### src/logic/sbe_pkg.sv
// constants and types shared by the serial byte engine
package sbe_pkg;
	// register byte addresses
	localparam logic [3:0] ADR_CTRL1 = 4'h0;
	localparam logic [3:0] ADR_CTRL2 = 4'h4;
	localparam logic [3:0] ADR_STAT  = 4'h8;
	localparam logic [3:0] ADR_DATA  = 4'hc;
	// serial_control_one fields
	localparam int C1_START   = 7;
	localparam int C1_HALT    = 6;
	localparam int C1_MODE_LO = 4;
	localparam int C1_DIR     = 3;
	localparam int C1_CLK_LO  = 0;
	localparam logic [2:0] CLK_EXT = 3'h7;
	// serial_status_reg fields
	localparam int ST_BUSY  = 7;
	localparam int ST_SHIFT = 6;
	localparam int ST_RXF   = 5;
	localparam int ST_TXF   = 4;
	localparam int ST_TRANSMIT_ERROR_FLAG = 3;
	localparam int ST_RECEIVE_ERROR_FLAG = 2;
	// buffer and counters
	localparam int BUF_DEPTH = 32;
	localparam int CNT_W     = 5;
	localparam int IDX_W     = 6;
	localparam logic [2:0] BIT_LAST = 3'h7;
	// internal shift clock half period
	localparam int CLK_NS       = 10;
	localparam int SCK_HALF_NS  = 500;
	localparam int SCK_HALF_CYC = (SCK_HALF_NS + CLK_NS - 1) / CLK_NS;
	localparam int DIV_W        = 8;
	typedef enum logic [1:0] {
		SBE_MODE_TX   = 2'b00,
		SBE_MODE_RX   = 2'b01,
		SBE_MODE_TXRX = 2'b10,
		SBE_MODE_RSVD = 2'b11
	} sbe_mode_t;
	typedef enum logic [1:0] {
		SBE_IDLE = 2'b00,
		SBE_RUN  = 2'b01,
		SBE_STOP = 2'b10
	} sbe_state_t;
endpackage : sbe_pkg

### src/logic/sbe_shift_if.sv
// link between the engine control and its bit shifter
`timescale 1ns/1ps
interface sbe_shift_if;
	logic       fall;
	logic       rise;
	logic       abort;
	logic       msb_first;
	logic [7:0] load_byte;
	logic       ser_in;
	logic       ser_out;
	logic [2:0] bit_cnt;
	logic       byte_done;
	logic [7:0] rx_byte;
	modport ctrl  (output fall, rise, abort, msb_first, load_byte, ser_in,
		input ser_out, bit_cnt, byte_done, rx_byte);
	modport shift (input fall, rise, abort, msb_first, load_byte, ser_in,
		output ser_out, bit_cnt, byte_done, rx_byte);
endinterface : sbe_shift_if

### src/logic/sbe_engine.sv
// serial byte engine with wishbone registers and shared byte buffer
//
// Chosen here: the register offsets and the Wishbone register port.
`timescale 1ns/1ps
// Contract
// - receive full clears once software reads the programmed byte count
// - receive-only mode: interrupt when last bit of last byte arrives
// - external clock: byte finishing while buffer full sets receive error
// - halt write clears start bit, status, sequence and buffer pointers; byte count kept
// - internal clock starts at once; external shifts on pin pulses
// - count, bit order and clock source shared by both directions
// - drive on falling clock edge, sample on rising edge
// - halt stops the sequence at once, even mid-byte
// - full-duplex halt discards received bytes
// - full-duplex: interrupt when last bit of last byte received
// - external clock fall with empty tx buffer sets tx error; output high
// - mode field receive encoding selects receive-only mode
module sbe_engine (
	// clock and reset
	input  wire logic        clk_i,
	input  wire logic        rst_i,
	// wishbone slave
	input  wire logic        wb_cyc_i,
	input  wire logic        wb_stb_i,
	input  wire logic        wb_we_i,
	input  wire logic [3:0]  wb_adr_i,
	input  wire logic [3:0]  wb_sel_i,
	input  wire logic [31:0] wb_dat_i,
	output logic      [31:0] wb_dat_o,
	output logic             wb_ack_o,
	// serial pins
	input  wire logic        sck_i,
	output logic             sck_o,
	output logic             sck_oe_o,
	input  wire logic        si_i,
	output logic             so_o,
	// event
	output logic             serial_done_irq_o
);
	localparam int START_MAX = sbe_pkg::SCK_HALF_CYC + 3;
	localparam logic [sbe_pkg::DIV_W-1:0] HALF_CNT =
		sbe_pkg::DIV_W'(sbe_pkg::SCK_HALF_CYC - 1);

	logic [sbe_pkg::BUF_DEPTH-1:0][7:0] buf_q;
	sbe_pkg::sbe_state_t                state_q;
	sbe_pkg::sbe_mode_t                 mode_q;
	logic                               start_q;
	logic                               dir_q;
	logic [2:0]                         clk_sel_q;
	logic [sbe_pkg::CNT_W-1:0]          cnt_q;
	logic                               rxf_q;
	logic                               transmit_error_flag_q;
	logic                               receive_error_flag_q;
	logic [sbe_pkg::IDX_W-1:0]          done_q;
	logic [sbe_pkg::IDX_W-1:0]          wr_ptr_q;
	logic [sbe_pkg::IDX_W-1:0]          rd_ptr_q;
	logic [sbe_pkg::DIV_W-1:0]          div_q;
	logic                               sck_int_q;
	logic                               so_q;
	logic                               irq_q;
	logic                               ack_q;
	logic [31:0]                        dat_q;
	logic [1:0]                         pin_lvl;
	logic [1:0]                         pin_prev;
	logic [sbe_pkg::IDX_W-1:0]          nbytes;
	logic                               ext;
	logic                               busy;
	logic                               transmit_empty_flag;
	logic                               rx_on;
	logic                               tx_on;
	logic                               req;
	logic                               wr_c1;
	logic                               halt_wr;
	logic                               wr_data;
	logic                               rd_data;
	logic                               int_go;
	logic                               int_tick;
	logic                               fall;
	logic                               rise;
	logic                               store;
	logic                               last_byte;
	logic                               final_rd;

	sbe_shift_if sh ();

	sbe_sync u_sync (
		.clk_i   (clk_i),
		.rst_i   (rst_i),
		.async_i ({si_i, sck_i}),
		.level_o (pin_lvl),
		.prev_o  (pin_prev)
	);

	sbe_shifter u_shift (
		.clk_i (clk_i),
		.rst_i (rst_i),
		.sh    (sh)
	);

	// bus decode
	assign req     = wb_cyc_i && wb_stb_i && !ack_q;
	assign wr_c1   = req && wb_we_i && wb_sel_i[0] && wb_adr_i == sbe_pkg::ADR_CTRL1;
	assign halt_wr = wr_c1 && wb_dat_i[sbe_pkg::C1_HALT];
	assign wr_data = req && wb_we_i && wb_sel_i[0] && wb_adr_i == sbe_pkg::ADR_DATA
		&& !busy && wr_ptr_q < sbe_pkg::IDX_W'(sbe_pkg::BUF_DEPTH);
	assign rd_data = req && !wb_we_i && wb_adr_i == sbe_pkg::ADR_DATA;

	// shared settings for both directions
	assign nbytes = {1'b0, cnt_q} + sbe_pkg::IDX_W'(1);
	assign ext    = clk_sel_q == sbe_pkg::CLK_EXT;
	assign busy   = state_q != sbe_pkg::SBE_IDLE;
	assign rx_on  = mode_q == sbe_pkg::SBE_MODE_RX || mode_q == sbe_pkg::SBE_MODE_TXRX;
	assign tx_on  = mode_q == sbe_pkg::SBE_MODE_TX || mode_q == sbe_pkg::SBE_MODE_TXRX;
	assign transmit_empty_flag    = done_q >= wr_ptr_q;

	// shift clock: internal divider or synchronised pin edges
	assign int_go = !ext && ((state_q == sbe_pkg::SBE_RUN && done_q < nbytes && !rxf_q)
		|| (state_q == sbe_pkg::SBE_STOP && sh.bit_cnt != 3'h0));
	assign int_tick = int_go && div_q == HALF_CNT;
	assign fall = busy && !halt_wr && (ext ? (pin_prev[0] && !pin_lvl[0])
		: (int_tick && sck_int_q));
	assign rise = busy && !halt_wr && (ext ? (!pin_prev[0] && pin_lvl[0])
		: (int_tick && !sck_int_q));

	assign sh.fall      = fall;
	assign sh.rise      = rise;
	assign sh.abort     = halt_wr;
	assign sh.msb_first = dir_q;
	assign sh.ser_in    = pin_lvl[1];
	assign sh.load_byte = buf_q[done_q[sbe_pkg::CNT_W-1:0]];

	assign store     = sh.byte_done && busy && !rxf_q;
	assign last_byte = store && done_q == nbytes - sbe_pkg::IDX_W'(1);
	assign final_rd  = rd_data && rd_ptr_q == nbytes - sbe_pkg::IDX_W'(1);

	always_ff @(posedge clk_i) begin
		if (rst_i || !int_go) begin
			div_q     <= '0;
			sck_int_q <= 1'b1;
		end else if (int_tick) begin
			div_q     <= '0;
			sck_int_q <= !sck_int_q;
		end else begin
			div_q <= div_q + sbe_pkg::DIV_W'(1);
		end
	end

	// wishbone answer, one cycle after the request
	always_ff @(posedge clk_i) begin
		if (rst_i) begin
			ack_q <= 1'b0;
			dat_q <= 32'h0000_0000;
		end else begin
			ack_q <= req;
			if (req && !wb_we_i) begin
				unique case (wb_adr_i)
					sbe_pkg::ADR_CTRL1: dat_q <= {24'h00_0000, start_q, 1'b0,
						mode_q, dir_q, clk_sel_q};
					sbe_pkg::ADR_CTRL2: dat_q <= {27'h000_0000, cnt_q};
					sbe_pkg::ADR_STAT:  dat_q <= {24'h00_0000, busy,
						busy && sh.bit_cnt != 3'h0, rxf_q, transmit_empty_flag, transmit_error_flag_q, receive_error_flag_q, 2'h0};
					sbe_pkg::ADR_DATA:  dat_q <= {24'h00_0000,
						buf_q[rd_ptr_q[sbe_pkg::CNT_W-1:0]]};
					default:            dat_q <= 32'h0000_0000;
				endcase
			end
		end
	end

	// control registers
	always_ff @(posedge clk_i) begin
		if (rst_i) begin
			start_q   <= 1'b0;
			mode_q    <= sbe_pkg::SBE_MODE_TX;
			dir_q     <= 1'b0;
			clk_sel_q <= 3'h0;
			cnt_q     <= '0;
		end else begin
			if (wr_c1) begin
				start_q   <= wb_dat_i[sbe_pkg::C1_START] && !halt_wr;
				mode_q    <= sbe_pkg::sbe_mode_t'(wb_dat_i[sbe_pkg::C1_MODE_LO +: 2]);
				dir_q     <= wb_dat_i[sbe_pkg::C1_DIR];
				clk_sel_q <= wb_dat_i[sbe_pkg::C1_CLK_LO +: 3];
			end
			if (req && wb_we_i && wb_sel_i[0] && wb_adr_i == sbe_pkg::ADR_CTRL2) begin
				cnt_q <= wb_dat_i[sbe_pkg::CNT_W-1:0];
			end
		end
	end

	// engine sequence
	always_ff @(posedge clk_i) begin
		if (rst_i || halt_wr) begin
			state_q <= sbe_pkg::SBE_IDLE;
		end else begin
			unique case (state_q)
				sbe_pkg::SBE_IDLE: if (start_q) state_q <= sbe_pkg::SBE_RUN;
				sbe_pkg::SBE_RUN:  if (!start_q) state_q <= sbe_pkg::SBE_STOP;
				sbe_pkg::SBE_STOP: begin
					if (sh.bit_cnt == 3'h0 && !rise) begin
						state_q <= sbe_pkg::SBE_IDLE;
					end
				end
				default:           state_q <= sbe_pkg::SBE_IDLE;
			endcase
		end
	end

	// byte counters and buffer pointers
	always_ff @(posedge clk_i) begin
		if (rst_i || halt_wr) begin
			done_q   <= '0;
			rd_ptr_q <= '0;
			wr_ptr_q <= '0;
		end else begin
			if (state_q == sbe_pkg::SBE_IDLE && start_q) begin
				done_q <= '0;
			end else if (store) begin
				done_q <= done_q + sbe_pkg::IDX_W'(1);
			end
			if (final_rd) begin
				rd_ptr_q <= '0;
				wr_ptr_q <= '0;
			end else begin
				if (rd_data) rd_ptr_q <= rd_ptr_q + sbe_pkg::IDX_W'(1);
				if (wr_data) begin
					wr_ptr_q <= wr_ptr_q + sbe_pkg::IDX_W'(1);
				end else if (state_q == sbe_pkg::SBE_STOP && mode_q == sbe_pkg::SBE_MODE_TX
					&& sh.bit_cnt == 3'h0 && !rise) begin
					wr_ptr_q <= '0;
				end
			end
		end
	end

	always_ff @(posedge clk_i) begin
		if (store && rx_on) begin
			buf_q[done_q[sbe_pkg::CNT_W-1:0]] <= sh.rx_byte;
		end else if (wr_data) begin
			buf_q[wr_ptr_q[sbe_pkg::CNT_W-1:0]] <= wb_dat_i[7:0];
		end
	end

	// status flags: a set wins over a read clear in the same cycle, a halt wins over a set
	always_ff @(posedge clk_i) begin
		if (rst_i || halt_wr) begin
			rxf_q   <= 1'b0;
			transmit_error_flag_q <= 1'b0;
			receive_error_flag_q <= 1'b0;
		end else begin
			if (last_byte && rx_on) begin
				rxf_q <= 1'b1;
			end else if (final_rd) begin
				rxf_q <= 1'b0;
			end
			if (ext && sh.byte_done && busy && rx_on && rxf_q) begin
				receive_error_flag_q <= 1'b1;
			end
			if (ext && fall && tx_on && transmit_empty_flag && sh.bit_cnt == 3'h0) begin
				transmit_error_flag_q <= 1'b1;
			end
		end
	end

	// outputs
	always_ff @(posedge clk_i) begin
		if (rst_i) begin
			so_q     <= 1'b1;
			irq_q    <= 1'b0;
			sck_oe_o <= 1'b0;
		end else begin
			so_q     <= (transmit_error_flag_q || receive_error_flag_q || !tx_on || !busy) ? 1'b1 : sh.ser_out;
			irq_q    <= last_byte && !halt_wr;
			sck_oe_o <= !ext;
		end
	end

	assign wb_ack_o          = ack_q;
	assign wb_dat_o          = dat_q;
	assign so_o              = so_q;
	assign sck_o             = sck_int_q;
	assign serial_done_irq_o = irq_q;
endmodule : sbe_engine

### src/logic/sbe_shifter.sv
// byte shifter: drive on falling edge, sample on rising edge
`timescale 1ns/1ps
module sbe_shifter (
	// clock and reset
	input  wire logic  clk_i,
	input  wire logic  rst_i,
	// control side
	sbe_shift_if.shift sh
);
	logic [7:0] tx_q;
	logic [7:0] rx_q;

	function automatic logic first_bit(input logic [7:0] b, input logic msb);
		first_bit = msb ? b[7] : b[0];
	endfunction : first_bit

	function automatic logic [7:0] shift_on(input logic [7:0] b, input logic msb,
		input logic in);
		shift_on = msb ? {b[6:0], in} : {in, b[7:1]};
	endfunction : shift_on

	always_ff @(posedge clk_i) begin
		if (rst_i) begin
			tx_q       <= 8'h00;
			sh.ser_out <= 1'b1;
		end else if (sh.fall && !sh.abort) begin
			if (sh.bit_cnt == 3'h0) begin
				sh.ser_out <= first_bit(sh.load_byte, sh.msb_first);
				tx_q       <= shift_on(sh.load_byte, sh.msb_first, 1'b0);
			end else begin
				sh.ser_out <= first_bit(tx_q, sh.msb_first);
				tx_q       <= shift_on(tx_q, sh.msb_first, 1'b0);
			end
		end
	end

	always_ff @(posedge clk_i) begin
		if (rst_i || sh.abort) begin
			rx_q         <= 8'h00;
			sh.bit_cnt   <= 3'h0;
			sh.byte_done <= 1'b0;
			sh.rx_byte   <= 8'h00;
		end else begin
			sh.byte_done <= 1'b0;
			if (sh.rise) begin
				rx_q       <= shift_on(rx_q, sh.msb_first, sh.ser_in);
				sh.bit_cnt <= sh.bit_cnt + 3'h1;
				if (sh.bit_cnt == sbe_pkg::BIT_LAST) begin
					sh.byte_done <= 1'b1;
					sh.rx_byte   <= shift_on(rx_q, sh.msb_first, sh.ser_in);
				end
			end
		end
	end
endmodule : sbe_shifter

### src/logic/sbe_sync.sv
// two-stage synchroniser with a third stage for edge finding
`timescale 1ns/1ps
module sbe_sync (
	// clock and reset
	input  wire logic       clk_i,
	input  wire logic       rst_i,
	// raw and synchronised levels
	input  wire logic [1:0] async_i,
	output logic      [1:0] level_o,
	output logic      [1:0] prev_o
);
	logic [1:0] meta_q;
	always_ff @(posedge clk_i) begin
		if (rst_i) begin
			meta_q  <= 2'h3;
			level_o <= 2'h3;
			prev_o  <= 2'h3;
		end else begin
			meta_q  <= async_i;
			level_o <= meta_q;
			prev_o  <= level_o;
		end
	end
endmodule : sbe_sync

### config.mk
export PLATFORM = sky130hd
export DESIGN_NAME = sbe_engine
export DESIGN_NICKNAME = d
export VERILOG_FILES = /design/src/logic/sbe_pkg.sv /design/src/logic/sbe_shift_if.sv /design/src/logic/sbe_engine.sv /design/src/logic/sbe_shifter.sv /design/src/logic/sbe_sync.sv
export SDC_FILE = /design/constraint.sdc
export NUM_CORES = 1
export LEC_CHECK = 0
export BUFFER_PORTS_ARGS = -buffer_cell sky130_fd_sc_hd__buf_2
export CORE_MARGIN = 5
export CORE_UTILIZATION = 38
export CTS_BUF_LIST = sky130_fd_sc_hd__clkbuf_8
export CTS_CLUSTER_SIZE = 25
export DETAILED_ROUTE_END_ITERATION = 10
export PLACE_DENSITY = 0.5
export SLEW_MARGIN = 15
export SYNTH_ARGS = -nofsm -noshare
export SYNTH_HDL_FRONTEND = slang
export SYNTH_SLANG_ARGS = --single-unit
export TNS_END_PERCENT = 30
### constraint.sdc
create_clock -name clk_i -period 4.6 [get_ports clk_i]
set_clock_uncertainty 0.05 [all_clocks]
set_input_delay 0 -clock clk_i [delete_from_list [all_inputs] [get_ports clk_i]]
set_output_delay 0 -clock clk_i [all_outputs]
set_load 0.005 [all_outputs]
; ---- After elaboration in Yosys (flattened, before gate mapping)
; Cells that the tools add are included.
[totals]
regBits = 370
inputBits = 47
output_inout_bits = 37
word_cells = 207
[op_classes]
add_sub_neg = 7
order_cmp = 8
eq_ne = 15
mux = 31
bitwise_logic = 1
n_reduce_logical = 85
[op_table]
columns = cell, count
row1 = $bwmux W256, 2
row2 = $mux W256, 2
row3 = $bmux W8 S5, 2
row4 = $demux W8 S5, 2
row5 = $mux W8, 8
row6 = $logic_and A1 B1 Y1, 49
row7 = $pmux W8 S4, 1
row8 = $add A6 B1 Y6 const B, 3
row9 = $lt A5 B6 Y1 const B, 3
row10 = $eq A6 B6 Y1, 2
row11 = $logic_not A1 Y1, 12
row12 = $mux W6, 2
row13 = $ge A5 B1 Y1 const B, 2
row14 = $reduce_or A2 Y1, 5
row15 = $add A8 B1 Y8 const B, 1
row16 = $eq A4 B4 Y1 const B, 2
row17 = $eq A8 B6 Y1 const B, 1
row18 = $logic_or A1 B1 Y1, 8
row19 = $mux W1, 8
row20 = $reduce_bool A2 Y1, 4
row21 = $add A5 B1 Y6 const B, 1
row22 = $eq A3 B3 Y1 const B, 2
row23 = $ge A6 B6 Y1, 1
row24 = $lt A6 B6 Y1, 1
row25 = 16 further kinds, 23

; ---- Depth between registers and ports, before layout
[logic_depth]
word_depth = 14
mapped_depth = 12
ltp_nobuf = 9

; ---- Hierarchy
; Synthesis repeated with hierarchy kept, for this count alone.
[unflattened]
cells_unflattened = 1633
area_unflattened_um2 = 19920.4
[modules_own_cells]
columns = module, n_inst, cells_each, area_each_um2, seq_area_each_um2
row1 = sbe_engine, 1, 1495, 18431.4, 8808.4
row2 = sbe_shifter, 1, 126, 1331.3, 580.6
row3 = sbe_sync, 1, 12, 157.7, 120.1

; ---- Worst setup path before layout
; OpenSTA, ideal clock, no wires.
[synth_timing]
kind = register to register
start = register done_q[0] in the netlist's numbering
end = register u_shift.rx_q[0]
setup_time_ns = 0.072
arrival_time_ns = 2.938
t_required_ns = 4.478
setup_slack_ns = 1.540
path_stages_with_launch = 13
path_buffers = 5
synth_period_minus_slack_ns = 3.060
cell_sequence = dfxtp_1 > clkbuf_1 > buf_1 > buf_2 > buf_1 > inv_1 > ha_1 > o21ai_0 > maj3_1 > o22ai_1 > o21ai_1 > buf_4 > mux2i_1
[synth_between]
elab_chain_cells = 9
[synth_rtl]
columns = item, line
row1 = "start, declared", sbe_engine.sv:54  ; logic [sbe_pkg::IDX_W-1:0] done_q;
row2 = "start signal, assigned", sbe_engine.sv:219  ; done_q <= done_q + sbe_pkg::IDX_W'(1);
row3 = $lt A6 B6 Y1, sbe_engine.sv:117  ; assign int_go = !ext && ((state_q == sbe_pkg::SBE_RUN && done_q < nbytes && !rxf_q)
row4 = $logic_and A1 B1 Y1 (2 in series), sbe_engine.sv:117
row5 = $logic_or A1 B1 Y1, sbe_engine.sv:118  ; || (state_q == sbe_pkg::SBE_STOP && sh.bit_cnt != 3'h0));
row6 = $logic_and A1 B1 Y1, sbe_engine.sv:117
row7 = $logic_and A1 B1 Y1, sbe_engine.sv:119  ; assign int_tick = int_go && div_q == HALF_CNT;
row8 = $logic_and A1 B1 Y1, sbe_engine.sv:123  ; : (int_tick && !sck_int_q));
row9 = $mux W1, sbe_engine.sv:122  ; assign rise = busy && !halt_wr && (ext ? (!pin_prev[0] && pin_lvl[0])
row10 = $logic_and A1 B1 Y1, sbe_engine.sv:122
row11 = "end signal, assigned", sbe_shifter.sv:46  ; rx_q <= shift_on(rx_q, sh.msb_first, sh.ser_in);
row12 = "end, declared", sbe_shifter.sv:11  ; logic [7:0] rx_q;
; Every way passes these cells.
; A chain may end at the register's enable or synchronous reset.

; ---- Worst setup path in the final report
[layout_timing]
start = register rd_ptr_q[0] in the netlist's numbering
end = register dat_q[1], in the netlist wb_dat_o[1]
[layout_between]
elab_chain_cells = 3
[layout_rtl]
columns = item, line
row1 = "start, declared", sbe_engine.sv:56  ; logic [sbe_pkg::IDX_W-1:0] rd_ptr_q;
row2 = "start signal, assigned", sbe_engine.sv:225  ; if (rd_data) rd_ptr_q <= rd_ptr_q + sbe_pkg::IDX_W'(1);
row3 = $bmux W8 S5, sbe_engine.sv:163  ; buf_q[rd_ptr_q[sbe_pkg::CNT_W-1:0]]};
row4 = $mux W8 (not written as such), sbe_engine.sv:163
row5 = $pmux W8 S4, sbe_engine.sv:156  ; unique case (wb_adr_i)
row6 = "end signal, assigned", sbe_engine.sv:157  ; sbe_pkg::ADR_CTRL1: dat_q <= {24'h00_0000, start_q, 1'b0,
row7 = "end signal, assigned", sbe_engine.sv:159  ; sbe_pkg::ADR_CTRL2: dat_q <= {27'h000_0000, cnt_q};
row8 = "end signal, assigned", sbe_engine.sv:162  ; sbe_pkg::ADR_DATA: dat_q <= {24'h00_0000,
row9 = "end, declared", sbe_engine.sv:62  ; logic [31:0] dat_q;
; Every way passes these cells. The select of a mux whose other input is x is not followed.

==> metrics.csv <==
stage,metric,value,unit
yosys,synth_ff_type,edfxtp_1,
cts,clock_latency,0.68,ns
sta,rsz0062_at_grt,no,
setup_path,ff2ff_path_depth,6,
placement,place_ws,1.232,ns
cts,clk_pin_slew,0.07,ns
die,die_w,239.5,µm
pwr,power_density,285.4,nW/µm²
yosys,synth-seq-area-share,47.41,%
yosys,synth_async_sr_flop_share,0,%
detailed_routing,vias,15808,
setup_path,cp-startpoint,rd_ptr_q[0]$_SDFFE_PP0P_,
cts,cts_root_buffer,clkbuf_8,
yosys,synth-seq-cells,346,
setup_path,cp-end-kind,flip-flop,
die,core-area,52340,µm²
final_layout,drive_gt1_share,17.74,%
sta,setup_slack,0.9891,ns
placement,dp_hpwl,50090,µm
setup_path,arrival,4.12,ns
yosys,syn_area_per_cell,11.17,µm²
placement,place_congestion,1.010,
yosys,yosysWarnings,0,
yosys,yosysUniqueCellTypes,72,
detailed_routing,drt_iter0_markers,1774,
setup_path,crit_path_end,wb_dat_o[1]$_SDFFE_PP0P_,
cts,numCtsBuffers,61,
setup_path,crit_required,5.11,ns
grt,antenna_found_initial,4,
yosys,synth.area.top_cells,"edfxtp_1 38%, mux4_2 12%, dfxtp_1 9.0%",
detailed_routing,drcViolationCount,0,
final_layout,area_growth_syn_to_layout,11.64,%
yosys,synthCells,1792,
cts,clock-sinks,346,
grt,grt_max_degree,45,
detailed_routing,antenna_left,0,
sta,max_slew_margin,18.94,%
detailed_routing,drt-total-wl,74090,µm
final_layout,fin_nets,1897,
sta,setup_tns,0,ns
setup_path,critPathKind,reg2reg,
die,io_pins,84,
setup_path,critPathMaxFanout,26,
sta,fmax,276.9,MHz
grt,grt_pass1_wl,107100,µm
sta,finalCriticalPeriod,3.611,ns
cts,post-cts-setup-buffers,0,
yosys,synth_top_area_share,38.40,%
die,die_h,239.5,µm
cts,cts_tree,yes,
pwr,p_leak,7.646,nW
detailed_routing,via_per_inst,6.163,
die,start_util,38.24,%
final_layout,fin_cells,2565,
setup_path,crit_path_start_kind,flip-flop,
outcome,outcome,completed,
placement,dp_cells,2425,
sta,hold_viol,0,
sta,slew_violations,0,
sta,worst_pin_slew,1.216,ns
yosys,post-synth-top-area-cell,edfxtp_1,
grt,grt_overflow,0,
min_path,hp-class,in2reg,
detailed_routing,wl_per_cell,28.88,µm
die,die_area,57370,µm²
setup_path,reg2reg_slack,0.99,ns
sta,post-route-period-util,78.50,%
pwr,power,6.378,mW
grt,grt_use_total,25.35,%
pwr,vdd_drop_max,188.5,µV
setup_path,r2r-start,rd_ptr_q[0]$_SDFFE_PP0P_,
setup_path,r2r_end,wb_dat_o[1]$_SDFFE_PP0P_,
sta,setup_viol,0,
cts,clock_path_buffers,3,
grt,first_global_vias,15413,
final_layout,fillers,4937,
detailed_routing,drtPass1Iterations,6,
cts,htree_num_levels,2,
placement,port_buffers,32,
job,max_cap_viol_count,0,
yosys,syn-cell-area,20020,µm²
die,std_cell_rows,84,
yosys,synth_edf_count,256,
==> worst max-delay path, cell delays in order, from the launching register on <==
cell,delay (ns)
dfxtp_4,0.72
buf_4,0.36
mux4_2,0.55
mux4_2,0.49
mux2i_1,0.48
o221ai_1,0.20
dlygate4sd3_1,0.58
==> Yosys cell counts, types with 15 or more instances <==
| cell | n |
|---|---|
| nand2_1 | 261 |
| edfxtp_1 | 256 |
| o21ai_0 | 194 |
| nor2_1 | 120 |
| mux2i_1 | 115 |
| mux4_2 | 108 |
| a22o_1 | 107 |
| clkbuf_1 | 97 |
| dfxtp_1 | 90 |
| buf_2 | 29 |
| ha_1 | 27 |
| buf_4 | 25 |
| o22ai_1 | 23 |
| nand3_1 | 22 |
| nor3_1 | 22 |
| buf_1 | 21 |
| and3_1 | 20 |
| inv_1 | 19 |
| a21oi_1 | 18 |
| a22oi_1 | 15 |
| xnor2_1 | 15 |
==> cell type report <==
class	count	area [µm²]	area share [%]
Multi-Input combinational cell	1278	9788	43.80
Clock buffer	74	1018	4.558
Timing Repair Buffer	117	880.8	3.942
Antenna cell	6	15.01	0.06719
Tap cell	688	860.8	3.852
Clock inverter	37	212.7	0.9518
Sequential cell	346	9499	42.51
Inverter	19	71.32	0.3191
==> registers in the layout, summed over array words and instances, names as in the netlist, 6 cells and up <==
signal and cells:
u_shift.rx_q 8, done_q 6, div_q 8, u_shift.tx_q 8, u_shift.sh.rx_byte 8, rd_ptr_q 6, wb_dat_o 8, wr_ptr_q 6
buf_q 256
==> power breakdown <==
group / internal (mW) / total (mW) / leakage, nW / switching (mW)
Sequential: 3.31 / 3.31 / 3.42 / 0.00308
Combinational: 0.0366 / 0.146 / 3.50 / 0.109
Clock: 1.56 / 2.92 / 0.723 / 1.36
Total: 4.91 / 6.38 / 7.65 / 1.47
==> cells in the final DEF, fill, tap and decap left out, drive strengths merged, types with 5 or more instances in the layout <==
| cell type | n |
|---|---|
| nand2 | 261 |
| edfxtp | 256 |
| o21ai | 196 |
| nor2 | 120 |
| mux2i | 115 |
| mux4 | 108 |
| a22o | 107 |
| buf | 94 |
| dfxtp | 90 |
| clkbuf | 74 |
| inv | 45 |
| ha | 27 |
| conb | 24 |
| o22ai | 24 |
| dlygate4sd3 | 23 |
| nand3 | 22 |
| nor3 | 22 |
| and3 | 20 |
| a21oi | 18 |
| xnor2 | 15 |
| a22oi | 15 |
| mux2 | 14 |
| xor2 | 14 |
| or2 | 12 |
| nand4 | 10 |
| a21o | 9 |
| nor2b | 9 |
| and2 | 8 |
| nand2b | 8 |
| a31oi | 8 |
| nor3b | 8 |
| o31ai | 8 |
| a221oi | 7 |
| clkinv | 7 |
| diode | 6 |
| nand4b | 6 |
| o221ai | 6 |
| a32oi | 5 |
| a211oi | 5 |
==> metrics by stage <==
step	hold slack [ns]	cell area [µm²]	util, %
after floorplan	0.05381	20100	-
after global placement	0.1386	20870	39.87
after detailed placement	0.1399	20870	39.87
after CTS	0.006590	22330	42.67
after global routing	0.05305	22330	42.67
final	0.07637	22350	42.69
==> routing by layer <==
metal | track usage (%) | wire length [µm] | vias to the layer above
met2 | 38.80 | 33090 | 844
li1 | - | - | 6860
met4 | 11.71 | 3682 | 2
met1 | 34.64 | 30950 | 7922
met3 | 5.458 | 6355 | 180
met5 | 0 | 15 | -
==> cell families (layout without fill, tap and decap cells) <==
family	Yosys count	in the layout	share of synthesized area [%]
simple gates	534	534	12.22
flops	346	346	47.41
fa+ha+maj	28	28	1.738
buf+inv	191	247	4.232
compound gates	423	423	14.08
mux	237	237	18.69
xor+xnor	32	32	1.613
other cells	1	30	0.01873
==> how the worst min path moves through the flow <==
stage / from / to / slack (ns) / depth (start not counted)
6_report: wb_dat_i[6] / buf_q[126]$_DFFE_PP_ / 0.08 / 4
5_1_grt: wb_dat_i[6] / buf_q[182]$_DFFE_PP_ / 0.05 / 4
4_1_cts: wb_dat_i[6] / buf_q[182]$_DFFE_PP_ / 0.007 / 4
3_5_place_dp: sck_i / u_sync.meta_q[0]$_SDFF_PP1_ / 0.14 / 2
3_3_place_gp: sck_i / u_sync.meta_q[0]$_SDFF_PP1_ / 0.14 / 2
2_1_floorplan: sck_i / u_sync.meta_q[0]$_SDFF_PP1_ / 0.05 / 1
==> repair_timing <==
item,CTS,global route
gates resized for setup,0,0
hold buffers,23,0
endpoints found under the setup margin,0,0
hold endpoints to repair,36,0
Note: power is estimated with default switching activity, not from simulation.
